File: src/hw/codec_port_pkg.sv
package codec_port_pkg;
   // ****************************************
   // Word and frame geometry
   // ****************************************
   localparam int DATA_W = 16;
   localparam logic [7:0] SEC_SLOT = 8'h80;
   localparam logic [4:0] XFER_BITS = 5'h10;
   localparam logic [4:0] LAST_BIT = 5'h0F;
   localparam logic [4:0] HDR_LAST_BIT = 5'h07;
   localparam logic [4:0] DATA_FIRST_BIT = 5'h08;
   // ****************************************
   // Secondary word fields
   // ****************************************
   localparam int MS_POS = 15;
   localparam int READ_FLAG_POS = 13;
   localparam int HDR_READ_FLAG_POS = 5;
   localparam int HDR_LSB = 8;
   localparam int ADDR_W = 5;
   // ****************************************
   // Register file
   // ****************************************
   localparam int NUM_REGS = 6;
   localparam logic [ADDR_W-1:0] REG_ADDR_MIN = 5'h01;
   localparam logic [ADDR_W-1:0] REG_ADDR_MAX = 5'h06;
   localparam int CTRL1_IDX = 1;
   localparam int MODE16_BIT = 0;
   localparam logic [7:0] REG_RESET = 8'h00;
   // ****************************************
   // Timing
   // ****************************************
   localparam int SYS_PERIOD_NS = 100;
   // Half period of ten clocks leaves room for both pin filters and the host's turn-around
   localparam int SCLK_PERIOD_NS = 2000;
   localparam int SCLK_HALF_INT = SCLK_PERIOD_NS / (2 * SYS_PERIOD_NS);
   localparam int SCLK_DIV_W = 4;
   localparam logic [SCLK_DIV_W-1:0] SCLK_HALF_LAST = SCLK_DIV_W'(SCLK_HALF_INT - 1);
   // ****************************************
   // Frame kinds
   // ****************************************
   typedef enum logic [1:0]
   {
      FRAME_IDLE = 2'b00,
      FRAME_PRI = 2'b01,
      FRAME_SEC = 2'b10
   } frame_t;
endpackage

File: src/hw/codec_link_if.sv
`timescale 1ns/10ps
interface codec_link_if;
   logic sclk;
   logic fs_n;
   logic dout;
   logic dout_oe;
   logic din;
   logic fc;
   logic dout_line;

   // Released data line rests high, as on a pull-up
   assign dout_line = dout_oe ? dout : 1'b1;

   modport device
   (
      output sclk,
      output fs_n,
      output dout,
      output dout_oe,
      input din,
      input fc
   );

   modport host
   (
      input sclk,
      input fs_n,
      input dout_line,
      output din,
      output fc
   );
endinterface

File: src/hw/codec_port_device.sv
`timescale 1ns/10ps
// Summary of operation
// - Each primary frame carries one 16-bit DAC word.
// - Sample DIN on falling edges, one word/frame.
// - Control register 1 selects 16 or 15+1 format.
// - In 15+1, word LSB requests secondary frame.
// - In 16-bit format host raises request pin.
// - Secondary frame carries 16-bit register command word.
// - All-zero upper byte is no-op, nothing changes.
// - Read flag set: return addressed register same frame.
// - Primary frames shift ADC out and DAC in together.
// - Registers change only via secondary DIN falling-edge bits.
// - Unaddressed registers keep their reset defaults.
// - Read flag set means no register write.
// - Host write word: zeros, flag 0, address, data.
// - Read reply echoes header, indicator, register data.
// - Write reply echoes header, low byte zero.
// - Top secondary output bit is master/slave indicator.
// - Frame sync rises on seventeenth rising clock edge.
// - Request pin captured at primary frame sync rise.
module codec_port_device
   import codec_port_pkg::*;
#(
   parameter logic MASTER_IND = 1'b1
)
(
   input wire logic SYS_CLK,
   input wire logic RST_N,
   codec_link_if.device LINK,
   input wire logic [DATA_W-1:0] ADC_WORD,
   output logic [DATA_W-1:0] DAC_WORD,
   output logic DAC_VALID,
   output logic DAC_MODE16
);
   // ****************************************
   // Pin input filters
   // ****************************************
   logic [1:0] pin_raw;
   logic [1:0] sync1_reg;
   logic [1:0] sync2_reg;
   logic [1:0] sync3_reg;
   logic [1:0] pin_s_reg;
   wire din_s;
   wire fc_s;

   assign pin_raw = {LINK.fc, LINK.din};
   assign din_s = pin_s_reg[0];
   assign fc_s = pin_s_reg[1];

   for (genvar i = 0; i < 2; i++)
   begin : g_sync
      always_ff @(posedge SYS_CLK)
      begin
         if (!RST_N)
         begin
            sync1_reg[i] <= 1'b0;
            sync2_reg[i] <= 1'b0;
            sync3_reg[i] <= 1'b0;
            pin_s_reg[i] <= 1'b0;
         end
         else
         begin
            sync1_reg[i] <= pin_raw[i];
            sync2_reg[i] <= sync1_reg[i];
            sync3_reg[i] <= sync2_reg[i];
            if (sync2_reg[i] == sync3_reg[i])
            begin
               pin_s_reg[i] <= sync3_reg[i];
            end
         end
      end
   end

   // ****************************************
   // Shift clock divider and frame slot count
   // ****************************************
   logic [SCLK_DIV_W-1:0] div_reg;
   logic sclk_reg;
   logic [7:0] slot_reg;

   wire div_done = (div_reg == SCLK_HALF_LAST);
   wire rise_evt = div_done & ~sclk_reg;
   wire fall_evt = div_done & sclk_reg;

   always_ff @(posedge SYS_CLK)
   begin
      if (!RST_N)
      begin
         div_reg <= '0;
         sclk_reg <= 1'b0;
         slot_reg <= 8'h00;
      end
      else
      begin
         div_reg <= div_done ? '0 : div_reg + 1'b1;
         if (div_done)
         begin
            sclk_reg <= ~sclk_reg;
         end
         if (rise_evt)
         begin
            slot_reg <= slot_reg + 8'h01;
         end
      end
   end

   // ****************************************
   // Frame decoding
   // ****************************************
   frame_t frame_reg;
   logic [4:0] bit_reg;
   logic fs_n_reg;
   logic dout_reg;
   logic dout_oe_reg;
   logic [DATA_W-1:0] tx_shift_reg;
   logic [DATA_W-1:0] rx_shift_reg;
   logic [7:0] hdr_reg;
   logic sec_req_reg;
   logic [DATA_W-1:0] dac_word_reg;
   logic dac_valid_reg;
   logic [7:0] regs_reg [1:NUM_REGS];

   wire active = (frame_reg != FRAME_IDLE);
   wire start_pri = rise_evt && (slot_reg == 8'h00);
   wire start_sec = rise_evt && (slot_reg == SEC_SLOT) && sec_req_reg;
   wire end_xfer = rise_evt && active && (bit_reg == XFER_BITS);
   wire shift_in = fall_evt && active && (bit_reg < XFER_BITS);
   wire mode16 = regs_reg[CTRL1_IDX][MODE16_BIT];
   wire [DATA_W-1:0] cmd_word = {rx_shift_reg[DATA_W-2:0], din_s};
   wire [ADDR_W-1:0] cmd_addr = cmd_word[HDR_LSB+ADDR_W-1:HDR_LSB];
   wire cmd_noop = (cmd_word[DATA_W-1:HDR_LSB] == 8'h00);
   wire cmd_addr_ok = (cmd_addr >= REG_ADDR_MIN) && (cmd_addr <= REG_ADDR_MAX);
   wire cmd_write = shift_in && (frame_reg == FRAME_SEC) && (bit_reg == LAST_BIT) && !cmd_noop
      && !cmd_word[READ_FLAG_POS] && cmd_addr_ok;
   wire [ADDR_W-1:0] rd_addr = hdr_reg[ADDR_W-1:0];
   wire rd_addr_ok = (rd_addr >= REG_ADDR_MIN) && (rd_addr <= REG_ADDR_MAX);
   wire [7:0] rd_byte = rd_addr_ok ? regs_reg[rd_addr] : 8'h00;
   wire rd_flag = hdr_reg[HDR_READ_FLAG_POS];
   wire sec_bit = (bit_reg == 5'h00) ? MASTER_IND :
      (bit_reg < DATA_FIRST_BIT) ? din_s :
      (rd_flag ? rd_byte[~bit_reg[2:0]] : 1'b0);
   wire next_dout = (frame_reg == FRAME_SEC) ? sec_bit : tx_shift_reg[DATA_W-1];
   wire req_now = mode16 ? fc_s : rx_shift_reg[0];

   // ****************************************
   // Frame sequencing
   // ****************************************
   always_ff @(posedge SYS_CLK)
   begin
      if (!RST_N)
      begin
         frame_reg <= FRAME_IDLE;
         bit_reg <= 5'h00;
         fs_n_reg <= 1'b1;
         sec_req_reg <= 1'b0;
      end
      else if (start_pri || start_sec)
      begin
         frame_reg <= start_pri ? FRAME_PRI : FRAME_SEC;
         bit_reg <= 5'h00;
         fs_n_reg <= 1'b0;
      end
      else if (end_xfer)
      begin
         frame_reg <= FRAME_IDLE;
         fs_n_reg <= 1'b1;
         sec_req_reg <= (frame_reg == FRAME_PRI) ? req_now : 1'b0;
      end
      else if (shift_in)
      begin
         bit_reg <= bit_reg + 5'h01;
      end
   end

   // ****************************************
   // Data path
   // ****************************************
   always_ff @(posedge SYS_CLK)
   begin
      if (!RST_N)
      begin
         dout_reg <= 1'b0;
         dout_oe_reg <= 1'b0;
         tx_shift_reg <= '0;
         rx_shift_reg <= '0;
         hdr_reg <= 8'h00;
      end
      else if (start_pri || start_sec)
      begin
         tx_shift_reg <= ADC_WORD;
      end
      else if (end_xfer)
      begin
         dout_oe_reg <= 1'b0;
      end
      else if (shift_in)
      begin
         dout_reg <= next_dout;
         dout_oe_reg <= 1'b1;
         tx_shift_reg <= {tx_shift_reg[DATA_W-2:0], 1'b0};
         rx_shift_reg <= cmd_word;
         if (bit_reg == HDR_LAST_BIT)
         begin
            hdr_reg <= cmd_word[7:0];
         end
      end
   end

   // ****************************************
   // DAC word hand-off
   // ****************************************
   always_ff @(posedge SYS_CLK)
   begin
      if (!RST_N)
      begin
         dac_word_reg <= '0;
         dac_valid_reg <= 1'b0;
      end
      else
      begin
         dac_valid_reg <= end_xfer && (frame_reg == FRAME_PRI);
         if (end_xfer && (frame_reg == FRAME_PRI))
         begin
            dac_word_reg <= rx_shift_reg;
         end
      end
   end

   // ****************************************
   // Register file
   // ****************************************
   for (genvar r = 1; r <= NUM_REGS; r++)
   begin : g_regs
      always_ff @(posedge SYS_CLK)
      begin
         if (!RST_N)
         begin
            regs_reg[r] <= REG_RESET;
         end
         else if (cmd_write && (cmd_addr == ADDR_W'(r)))
         begin
            regs_reg[r] <= cmd_word[7:0];
         end
      end
   end

   // ****************************************
   // Outputs
   // ****************************************
   assign LINK.sclk = sclk_reg;
   assign LINK.fs_n = fs_n_reg;
   assign LINK.dout = dout_reg;
   assign LINK.dout_oe = dout_oe_reg;
   assign DAC_WORD = dac_word_reg;
   assign DAC_VALID = dac_valid_reg;
   assign DAC_MODE16 = mode16;
endmodule // codec_port_device

File: src/flat_wrapper.sv
// flat-port wrapper written by rule: the top's interface ports become plain ports
module codec_port_device_flat import codec_port_pkg::*;
#(
   parameter logic MASTER_IND = 1'b1
)
  (SYS_CLK, RST_N, ADC_WORD, DAC_WORD, DAC_VALID, DAC_MODE16, LINK_sclk, LINK_fs_n, LINK_dout, LINK_dout_oe, LINK_din, LINK_fc);
  codec_link_if LINK_i ();
  input wire logic SYS_CLK;
  input wire logic RST_N;
  input wire logic [DATA_W-1:0] ADC_WORD;
  output logic [DATA_W-1:0] DAC_WORD;
  output logic DAC_VALID;
  output logic DAC_MODE16;
  output wire logic [$bits(LINK_i.sclk)-1:0] LINK_sclk;
  output wire logic [$bits(LINK_i.fs_n)-1:0] LINK_fs_n;
  output wire logic [$bits(LINK_i.dout)-1:0] LINK_dout;
  output wire logic [$bits(LINK_i.dout_oe)-1:0] LINK_dout_oe;
  input wire logic [$bits(LINK_i.din)-1:0] LINK_din;
  input wire logic [$bits(LINK_i.fc)-1:0] LINK_fc;
  assign LINK_sclk = LINK_i.sclk;
  assign LINK_fs_n = LINK_i.fs_n;
  assign LINK_dout = LINK_i.dout;
  assign LINK_dout_oe = LINK_i.dout_oe;
  assign LINK_i.din = LINK_din;
  assign LINK_i.fc = LINK_fc;
  codec_port_device #(.MASTER_IND(MASTER_IND)) u_core (.SYS_CLK(SYS_CLK), .RST_N(RST_N), .LINK(LINK_i), .ADC_WORD(ADC_WORD), .DAC_WORD(DAC_WORD), .DAC_VALID(DAC_VALID), .DAC_MODE16(DAC_MODE16));
endmodule
File: config.mk
export PLATFORM = sky130hd
export DESIGN_NAME = codec_port_device_flat
export DESIGN_NICKNAME = d
export VERILOG_FILES = /design/src/hw/codec_port_pkg.sv /design/src/hw/codec_link_if.sv /design/src/hw/codec_port_device.sv /design/src/flat_wrapper.sv
export SDC_FILE = /design/constraint.sdc
export NUM_CORES = 1
export LEC_CHECK = 0
export BUFFER_PORTS_ARGS = -buffer_cell sky130_fd_sc_hd__buf_2
export CAP_MARGIN = 20
export CORE_UTILIZATION = 45
export CTS_BUF_LIST = sky130_fd_sc_hd__clkbuf_8
export DETAILED_ROUTE_END_ITERATION = 8
export PLACE_DENSITY = 0.64
export SYNTH_ARGS = -nofsm -noshare
export SYNTH_HDL_FRONTEND = slang
export SYNTH_SLANG_ARGS = --single-unit
File: constraint.sdc
create_clock -name SYS_CLK -period 7.8 [get_ports SYS_CLK]
set_clock_uncertainty 0.1 [all_clocks]
set_input_delay 1.17 -clock SYS_CLK [delete_from_list [all_inputs] [get_ports SYS_CLK]]
set_output_delay 1.17 -clock SYS_CLK [all_outputs]
set_load 0.05 [all_outputs]
# Word-level counts from Yosys, hierarchy flattened
# Memories as Yosys holds them, arrays and structs flattened. A register that Yosys moved wholly into a read port is not among the register bits.
# Cells that the tools add are included.
# word_totals
ff_bits	87
ramBits	48
inputBits	20
wordCells	147
n_memories	1
# classes
addsub	3
order_cmp	7
eq_ne	16
mux	46
bitwise	13
n_reduce_logical	39
# mem_list
name	words	width	read_ports	rd_clocked_by_memory_dff	wr	line_no	rtl
u_core.regs_reg	6	8	2	1	6	codec_port_device.sv:121	logic [7:0] regs_reg [1:NUM_REGS];
# op_table
operator	n
$mux 8	7
$mux 16	3
$mux 1	30
$logic_and 1x1->1	21
$eq 5x3->1 const B	4
$logic_not 8->1	2
$eq 5x2->1 const B	2
$ge 5x1->1 const B	2
$le 5x3->1 const B	2
$add 8x1->8 const B	1
$eq 8x8->1 const B	1
$reduce_and 2->1	4
$reduce_bool 2->1	4
$mux 2	3
$mux 3	2
$or 1x1->1	6
$add 5x1->5 const B	1
$eq 5x1->1 const B	1
$eq 5x4->1 const B	1
$eq 5x5->1 const B	1
$logic_not 5->1	1
$lt 5x4->1 const B	1
$lt 5x5->1 const B	1
$add 4x1->4 const B	1
other kinds (15)	22

# Longest topological paths before layout
# Gate-level depths: netlist of the first run.
# logic_depth
ltp_word	14
depth_mapped	10
mapped_depth_nobuf	8

# Least setup slack after synthesis of the first run
# OpenSTA, ideal clock, no wires.
# synth_timing
path_kind	register -> register
startpoint	register u_core.bit_reg[1]
endpoint	memory u_core.regs_reg[1][0], enable pin
setup_ns	0.387
arrival_ns	2.151
t_required_ns	7.313
setup_slack_ns	5.162
path_stages_with_launch	8
n_path_buf	0
path_cell_list	dfxtp_1 -> ha_1 -> and3_1 -> ha_1 -> nand2b_1 -> nor4_2 -> nand3_1 -> o31ai_1
# synth_rtl
element	line_no	rtl
start: declaration	codec_port_device.sv:111	logic [4:0] bit_reg;
start signal: assignment	codec_port_device.sv:171	bit_reg <= bit_reg + 5'h01;
end: declaration	codec_port_device.sv:121	

==> results of run 1 <==
==> kinds of logic (layout without fill, tap and decap cells) <==
kind of cell    count (synthesis)  count (layout)  synth area share, %
xor+xnor                       11              11                 1.64
flops                         138             138                 55.2
buf+inv                        46              92                 3.39
mux                            28              28                 5.81
simple gates                  240             240                 21.7
compound gates                104             104                 10.8
fa+ha+maj                       7               7                 1.49
==> metal layers <==
layer / GRT usage, % / share of wire [%] / vias to the layer above
li1: - / - / 2057
met1: 22.9 / 43 / 1952
met2: 33.6 / 50 / 110
met3: 5.66 / 5.2 / 18
met4: 6.24 / 1.5 / 0
met5: 0 / 0 / -
==> worst max path at each step <==
stage / from / end / slack, ns
finish: u_core.bit_reg[0] / u_core.regs_reg[5][6] / 4.76
detailed placement: u_core.bit_reg[0] / u_core.regs_reg[5][0] / 4.49
global route: u_core.bit_reg[0] / u_core.regs_reg[5][1] / 4.53
floorplan: u_core.bit_reg[1] / u_core.regs_reg[1][0] / 5.16
CTS: u_core.bit_reg[0] / u_core.regs_reg[5][5] / 4.48
global placement: u_core.bit_reg[0] / u_core.regs_reg[5][1] / 4.71
==> layout make-up <==
class	count	share of cell area [%]
Tap cell	172	3.28
Clock inverter	11	1.39
Clock buffer	21	4.40
Timing Repair Buffer	49	3.88
Sequential cell	138	49.4
Multi-Input combinational cell	390	37.1
Inverter	11	0.628
==> metrics by stage <==
stage / instances / utilization, % / hold slack [ns] / cell area (µm²)
floorplan: 574 / - / 0.312 / 5880
global placement: 755 / 48.6 / 0.319 / 6160
detailed placement: 755 / 48.6 / 0.324 / 6160
CTS: 787 / 51.6 / 0.345 / 6540
global route: 792 / 51.9 / 0.361 / 6570
finish: 792 / 51.9 / 0.340 / 6570
==> cells in the final DEF, fill, tap and decap left out, types with 13 or more instances in the layout <==
master | netlist | final
buf_2 | 12 | 45
nor2_1 | 35 | 35
o21ai_0 | 13 | 13
a21oi_1 | 57 | 57
mux2i_1 | 15 | 15
clkbuf_8 | 0 | 21
a22oi_1 | 15 | 15
edfxtp_1 | 48 | 48
dfxtp_1 | 90 | 90
and2_1 | 54 | 54
nand2_1 | 99 | 99
==> power breakdown <==
group	switching, mW	leakage (nW)	internal [mW]
sequential	0.00491	1.22	0.753
clock	0.270	0.197	0.284
combinational	0.0202	0.973	0.0116
total	0.295	2.39	1.05
==> results by group, run 1 <==
Clock network
  • Post-CTS sizing: 0
  • Root buf cell: clkbuf_8
  • CTS Buf Count: 17
  • Cts hold-fix bufs: 0
  • Post-CTS Setup Bufs: 0
  • CTS Sinks: 138
  • # H-tree levels: 4
  • CTS tree: done
  • Reg clk slew, reported paths: 0.08 ns
  • Clk_lat worst skew: 0.44 ns
  • Clock buffer depth: 2

Route
  • Vias/cell: 5.22
  • Final WL: 12.3 mm
  • Detailed Route Iter0 Violations: 265
  • Vias: 4,137
  • WL per Instance: 15.5 µm
  • Post-route ant nets: 0
  • DRC errors left: 0
  • First-pass iteration count of the detailed router: 5

Die
  • Standard-cell row count: 41
  • Io pins: 42
  • Initial core utilization: 46.4%
  • Core ar.: 12,700 µm²
  • Die W: 116 µm
  • Die area: 13,500 µm²
  • Die extent in y: 116 µm

Timing
  • Fin. Hold Viols: 0
  • RSZ-0062 raised after global routing: false
  • Fin crit share: 39.0%
  • Fmax: 329 MHz
  • Fin crit period: 3.04 ns
  • Sum Neg Setup Slack: 0 ns
  • # setup viols final: 0
  • Relative slew slack: 34.0%
  • Max-slew violation count: 0
  • Tightest Pin Transition: 0.986 ns
  • Setup ws final: 4.76 ns

Worst setup path
  • Slowest CP cell: o21ai_0
  • Most used cell, CP: ha_1
  • Crit path max fanout: 10
  • CP top delay family: simple AND/OR/NAND/NOR gates
  • CP Launch Type: flop
  • Number of cells on the critical path: 8
  • CP endpoint kind: flop
  • CP max stage delay: 0.60 ns
  • FF-to-FF setup slack: 4.76 ns
  • Launch point of the worst reg-to-reg path: u_core.bit_reg[0]
  • Setup CP Type: flop to flop
  • R2R depth: 8
  • Worst path required time: 7.85 ns
  • Cell Chain, Critical Path: ha_1 -> and3_1 -> ha_1 -> nand2b_1 -> nor4_2 -> nand4_1 -> o21ai_0 -> buf_2
  • R2R Path End: u_core.regs_reg[5][6]
  • Crit path DAT: 3.09 ns
  • Sum of buffers and inverters on the critical path: 1

Place
  • Placer Congestion: 0.868
  • Setup slack at placement: 4.49 ns
  • DP Wirelength: 8.38 mm
  • I/O Buffers: 41

Min path
  • WHS Endpoint: u_core.sync2_reg[1]
  • Hold depth: 1
  • Min-Delay Path Class: flop to flop
  • Hold Startpoint: u_core.sync1_reg[1]

Run status
  • Status: finished clean

Yosys
  • Register area share after synthesis: 55.2%
  • Synth top cells by count: 99 x nand2_1, 90 x dfxtp_1, 57 x a21oi_1
  • Most frequent cell after synthesis: nand2_1
  • Post-synth cell types: 53
  • Post-synth top flop: dfxtp_1
  • EDFF count, synth: 48
  • Post-synth top area share: 30.7%
  • Yosys warnings: 0
  • Top cells by area, synth: dfxtp_1 31%, edfxtp_1 25%, nand2_1 6.3%
  • Mapped Area: 5880 µm²
  • Leading area contributor after synthesis: dfxtp_1
  • Syn nets: 601
  • Post-synthesis async set-or-reset flop share: 0%
  • Seq cells post-synth: 138
  • Gate Count Post-Synth: 574
  • Syn_area_per_cell: 10.2 µm²

Power
  • Total Power: 1.34 mW
  • Pleak: 2.39 nW
  • Pwr dens: 204 nW/µm²
  • Peak supply drop: 120 µV

Finish
  • Share of cells above drive strength 1: 17.4%
  • Max reg flops: 48
  • Area Growth Syn to Fin: 11.8%
  • Total area of sequential cells: 3240 µm²
  • Ant. Diodes: 0
  • Fillers: 1,167
  • Fin nets: 634
  • Area of the multi-input gates: 2430 µm²

Global route
  • Global-route wire length before repair: 19.5 mm
  • Pin count of the biggest net entering global routing: 59
  • Number of global-route vias before repair: 3,907
  • Remaining Overflow, GRT: 0
  • Antenna violations before repair: 0
  • Tot GR Track Use: 19.3%

Flow run
  • Maxcap violations: 0
(Power assumes the default switching activity.)
==> inputs of run 2 (changes only) <==
==> constraint.sdc (replaced) <==
create_clock -name SYS_CLK -period 3.2 [get_ports SYS_CLK]
set_clock_uncertainty 0.1 [all_clocks]
set_input_delay 0.48 -clock SYS_CLK [delete_from_list [all_inputs] [get_ports SYS_CLK]]
set_output_delay 0.48 -clock SYS_CLK [all_outputs]
set_load 0.05 [all_outputs]
==> results by group, run 2 (synthesis results as in run 1) <==
Route
  • Post-route ant nets: 0 (unchanged)
  • WL per Instance: 15.1 µm (-2.1%)
  • First-pass iteration count of the detailed router: 4 (-1)
  • Final WL: 12.1 mm (-1.6%)
  • DRC errors left: 0 (unchanged)
  • Detailed Route Iter0 Violations: 287 (+8.3%)
  • Vias/cell: 5.20 (-0.50%)
  • Vias: 4,137 (unchanged)

Timing
  • Fmax: 387 MHz (+18%)
  • # setup viols final: 0 (unchanged)
  • Fin crit share: 80.8% (+42 points)
  • Fin. Hold Viols: 0 (unchanged)
  • Setup ws final: 0.613 ns (-4.14 ns)
  • Sum Neg Setup Slack: 0 ns (unchanged)
  • Relative slew slack: 56.9% (+23 points)
  • Max-slew violation count: 0 (unchanged)
  • Tightest Pin Transition: 0.645 ns (-0.340 ns)
  • Fin crit period: 2.59 ns (-0.456 ns)
  • RSZ-0062 raised after global routing: false

Finish
  • Most common cell after layout, fill and taps aside: nand2_1
  • Fillers: 1,156 (-0.94%)
  • Cell Count, Final, Fillers Out: 796 (+0.51%)
  • Fin nets: 639 (+0.79%)
  • Ant. Diodes: 0 (unchanged)
  • Max reg flops: 48 (unchanged)
  • Area Growth Syn to Fin: 12.9%
  • Final core occ: 52.4% (+0.52 points)
  • Most frequent cells in the layout: 99 x nand2_1, 90 x dfxtp_1, 57 x a21oi_1, 54 x and2_1, 48 x edfxtp_1
  • Share of cells above drive strength 1: 17.8% (+0.37 points)

Clock network
  • Clk_lat worst skew: 0.45 ns (about the same)
  • Post-CTS Setup Bufs: 0 (unchanged)
  • CTS Buf Count: 17 (unchanged)
  • Root buf cell: clkbuf_8
  • Clock buffer depth: 2 (unchanged)
  • Post-CTS sizing: 0 (unchanged)
  • CTS Sinks: 138 (unchanged)
  • Cts hold-fix bufs: 0 (unchanged)
  • Reg clk slew, reported paths: 0.07 ns (about the same)
  • # H-tree levels: 4 (unchanged)
  • CTS tree: done

Power
  • Total Power: 3.34 mW (+150%)
  • Peak supply drop: 243 µV (+100%)
  • Pleak: 2.44 nW (+1.8%)
  • Pwr dens: 504 nW/µm² (+150%)

Worst setup path
  • Most used cell, CP: ha_1
  • Slowest CP cell: dfxtp_1
  • CP max stage delay: 0.52 ns (-0.08 ns)
  • CP Launch Type: flop
  • CP endpoint kind: flop
  • Cell Chain, Critical Path: ha_1 -> and3_1 -> ha_1 -> nand2b_1 -> nor4_2 -> nand3_1 -> o31ai_1 -> buf_4
  • Worst path required time: 3.26 ns (-4.59 ns)
  • Crit path DAT: 2.65 ns (-0.44 ns)
  • CP top delay family: simple AND/OR/NAND/NOR gates
  • Crit path max fanout: 10 (unchanged)
  • Setup CP Type: flop to flop
  • Sum of buffers and inverters on the critical path: 1 (unchanged)

Die
  • Die area: 13,500 µm² (unchanged)
  • Core ar.: 12,700 µm² (unchanged)
  • Initial core utilization: 46.4% (unchanged)
  • Die W: 116 µm (unchanged)
  • Io pins: 42 (unchanged)
  • Die extent in y: 116 µm (unchanged)
  • Standard-cell row count: 41 (unchanged)

Global route
  • Global-route wire length before repair: 19.4 mm (-0.53%)
  • Pin count of the biggest net entering global routing: 36 (-39%)
  • Number of global-route vias before repair: 3,961 (+1.4%)
  • Remaining Overflow, GRT: 0 (unchanged)
  • Tot GR Track Use: 19.3% (-0.087 points)
  • Antenna violations before repair: 0 (unchanged)

Place
  • DP Wirelength: 8.30 mm (-1.0%)
  • I/O Buffers: 41 (unchanged)
  • Placer Congestion: 0.847 (-2.5%)
  • Setup slack at placement: 0.621 ns (-3.87 ns)
  • Post-placement cell count: 765 (+1.3%)

Flow run
  • Maxcap violations: 0 (unchanged)

Run status
  • Status: finished clean

Min path
  • Min-Delay Path Class: input port to flop
==> run 2: changes by cell type in the layout (fill, tap and decap cells not counted), sizes merged <==
cell / before / now
clkinvlp: 3 / 1
clkinv: 2 / 3
inv: 16 / 14
bufinv: 1 / 2
buf: 48 / 54
==> run 2: through the flow <==
step / hold WS, ns / area, µm²
after floorplan: 0.312 / 5880
after global routing: 0.128 / 6640
final: 0.142 / 6640
after detailed placement: 0.319 / 6240
after global placement: 0.319 / 6240
after CTS: 0.124 / 6640
==> run 2: cell type report <==
class                   count  area (µm²)  share of cell area (%)
flip-flops and latches    138        3240                    48.9
clock buffers              22         303                    4.56
clock inverters             9        96.3                    1.45
well taps                 172         215                    3.24
repair buffers             54         303                    4.56
inverters                  11        41.3                   0.622
multi-input cells         390        2430                    36.7
==> run 2: path summary, 6_finish.rpt <==
check	cells past startpoint	slack [ns]	end	startpoint
max	8	0.61	u_core.regs_reg[1][4]	u_core.bit_reg[0]
max reg2reg	8	0.61	u_core.regs_reg[1][4]	u_core.bit_reg[0]
min reg2reg	1	0.33	u_core.sync2_reg[0]	u_core.sync1_reg[0]
min	2	0.14	u_core.sync1_reg[1]	LINK_fc
==> run 2: power breakdown <==
part / internal (mW) / switching (mW) / leakage [nW]
Sequential: 1.84 / 0.0115 / 1.22
Combinational: 0.0309 / 0.0505 / 1.00
Clock: 0.782 / 0.631 / 0.213
==> run 2: metal layers <==
layer	part of all wire, %	GRT usage, %	wire length (µm)	vias up
met4	1.5	7.78	182	0
met2	49	32.7	5880	83
met3	5.4	5.66	657	16
li1	-	-	-	2066
met1	44	22.8	5340	1972
met5	0	0	0	-
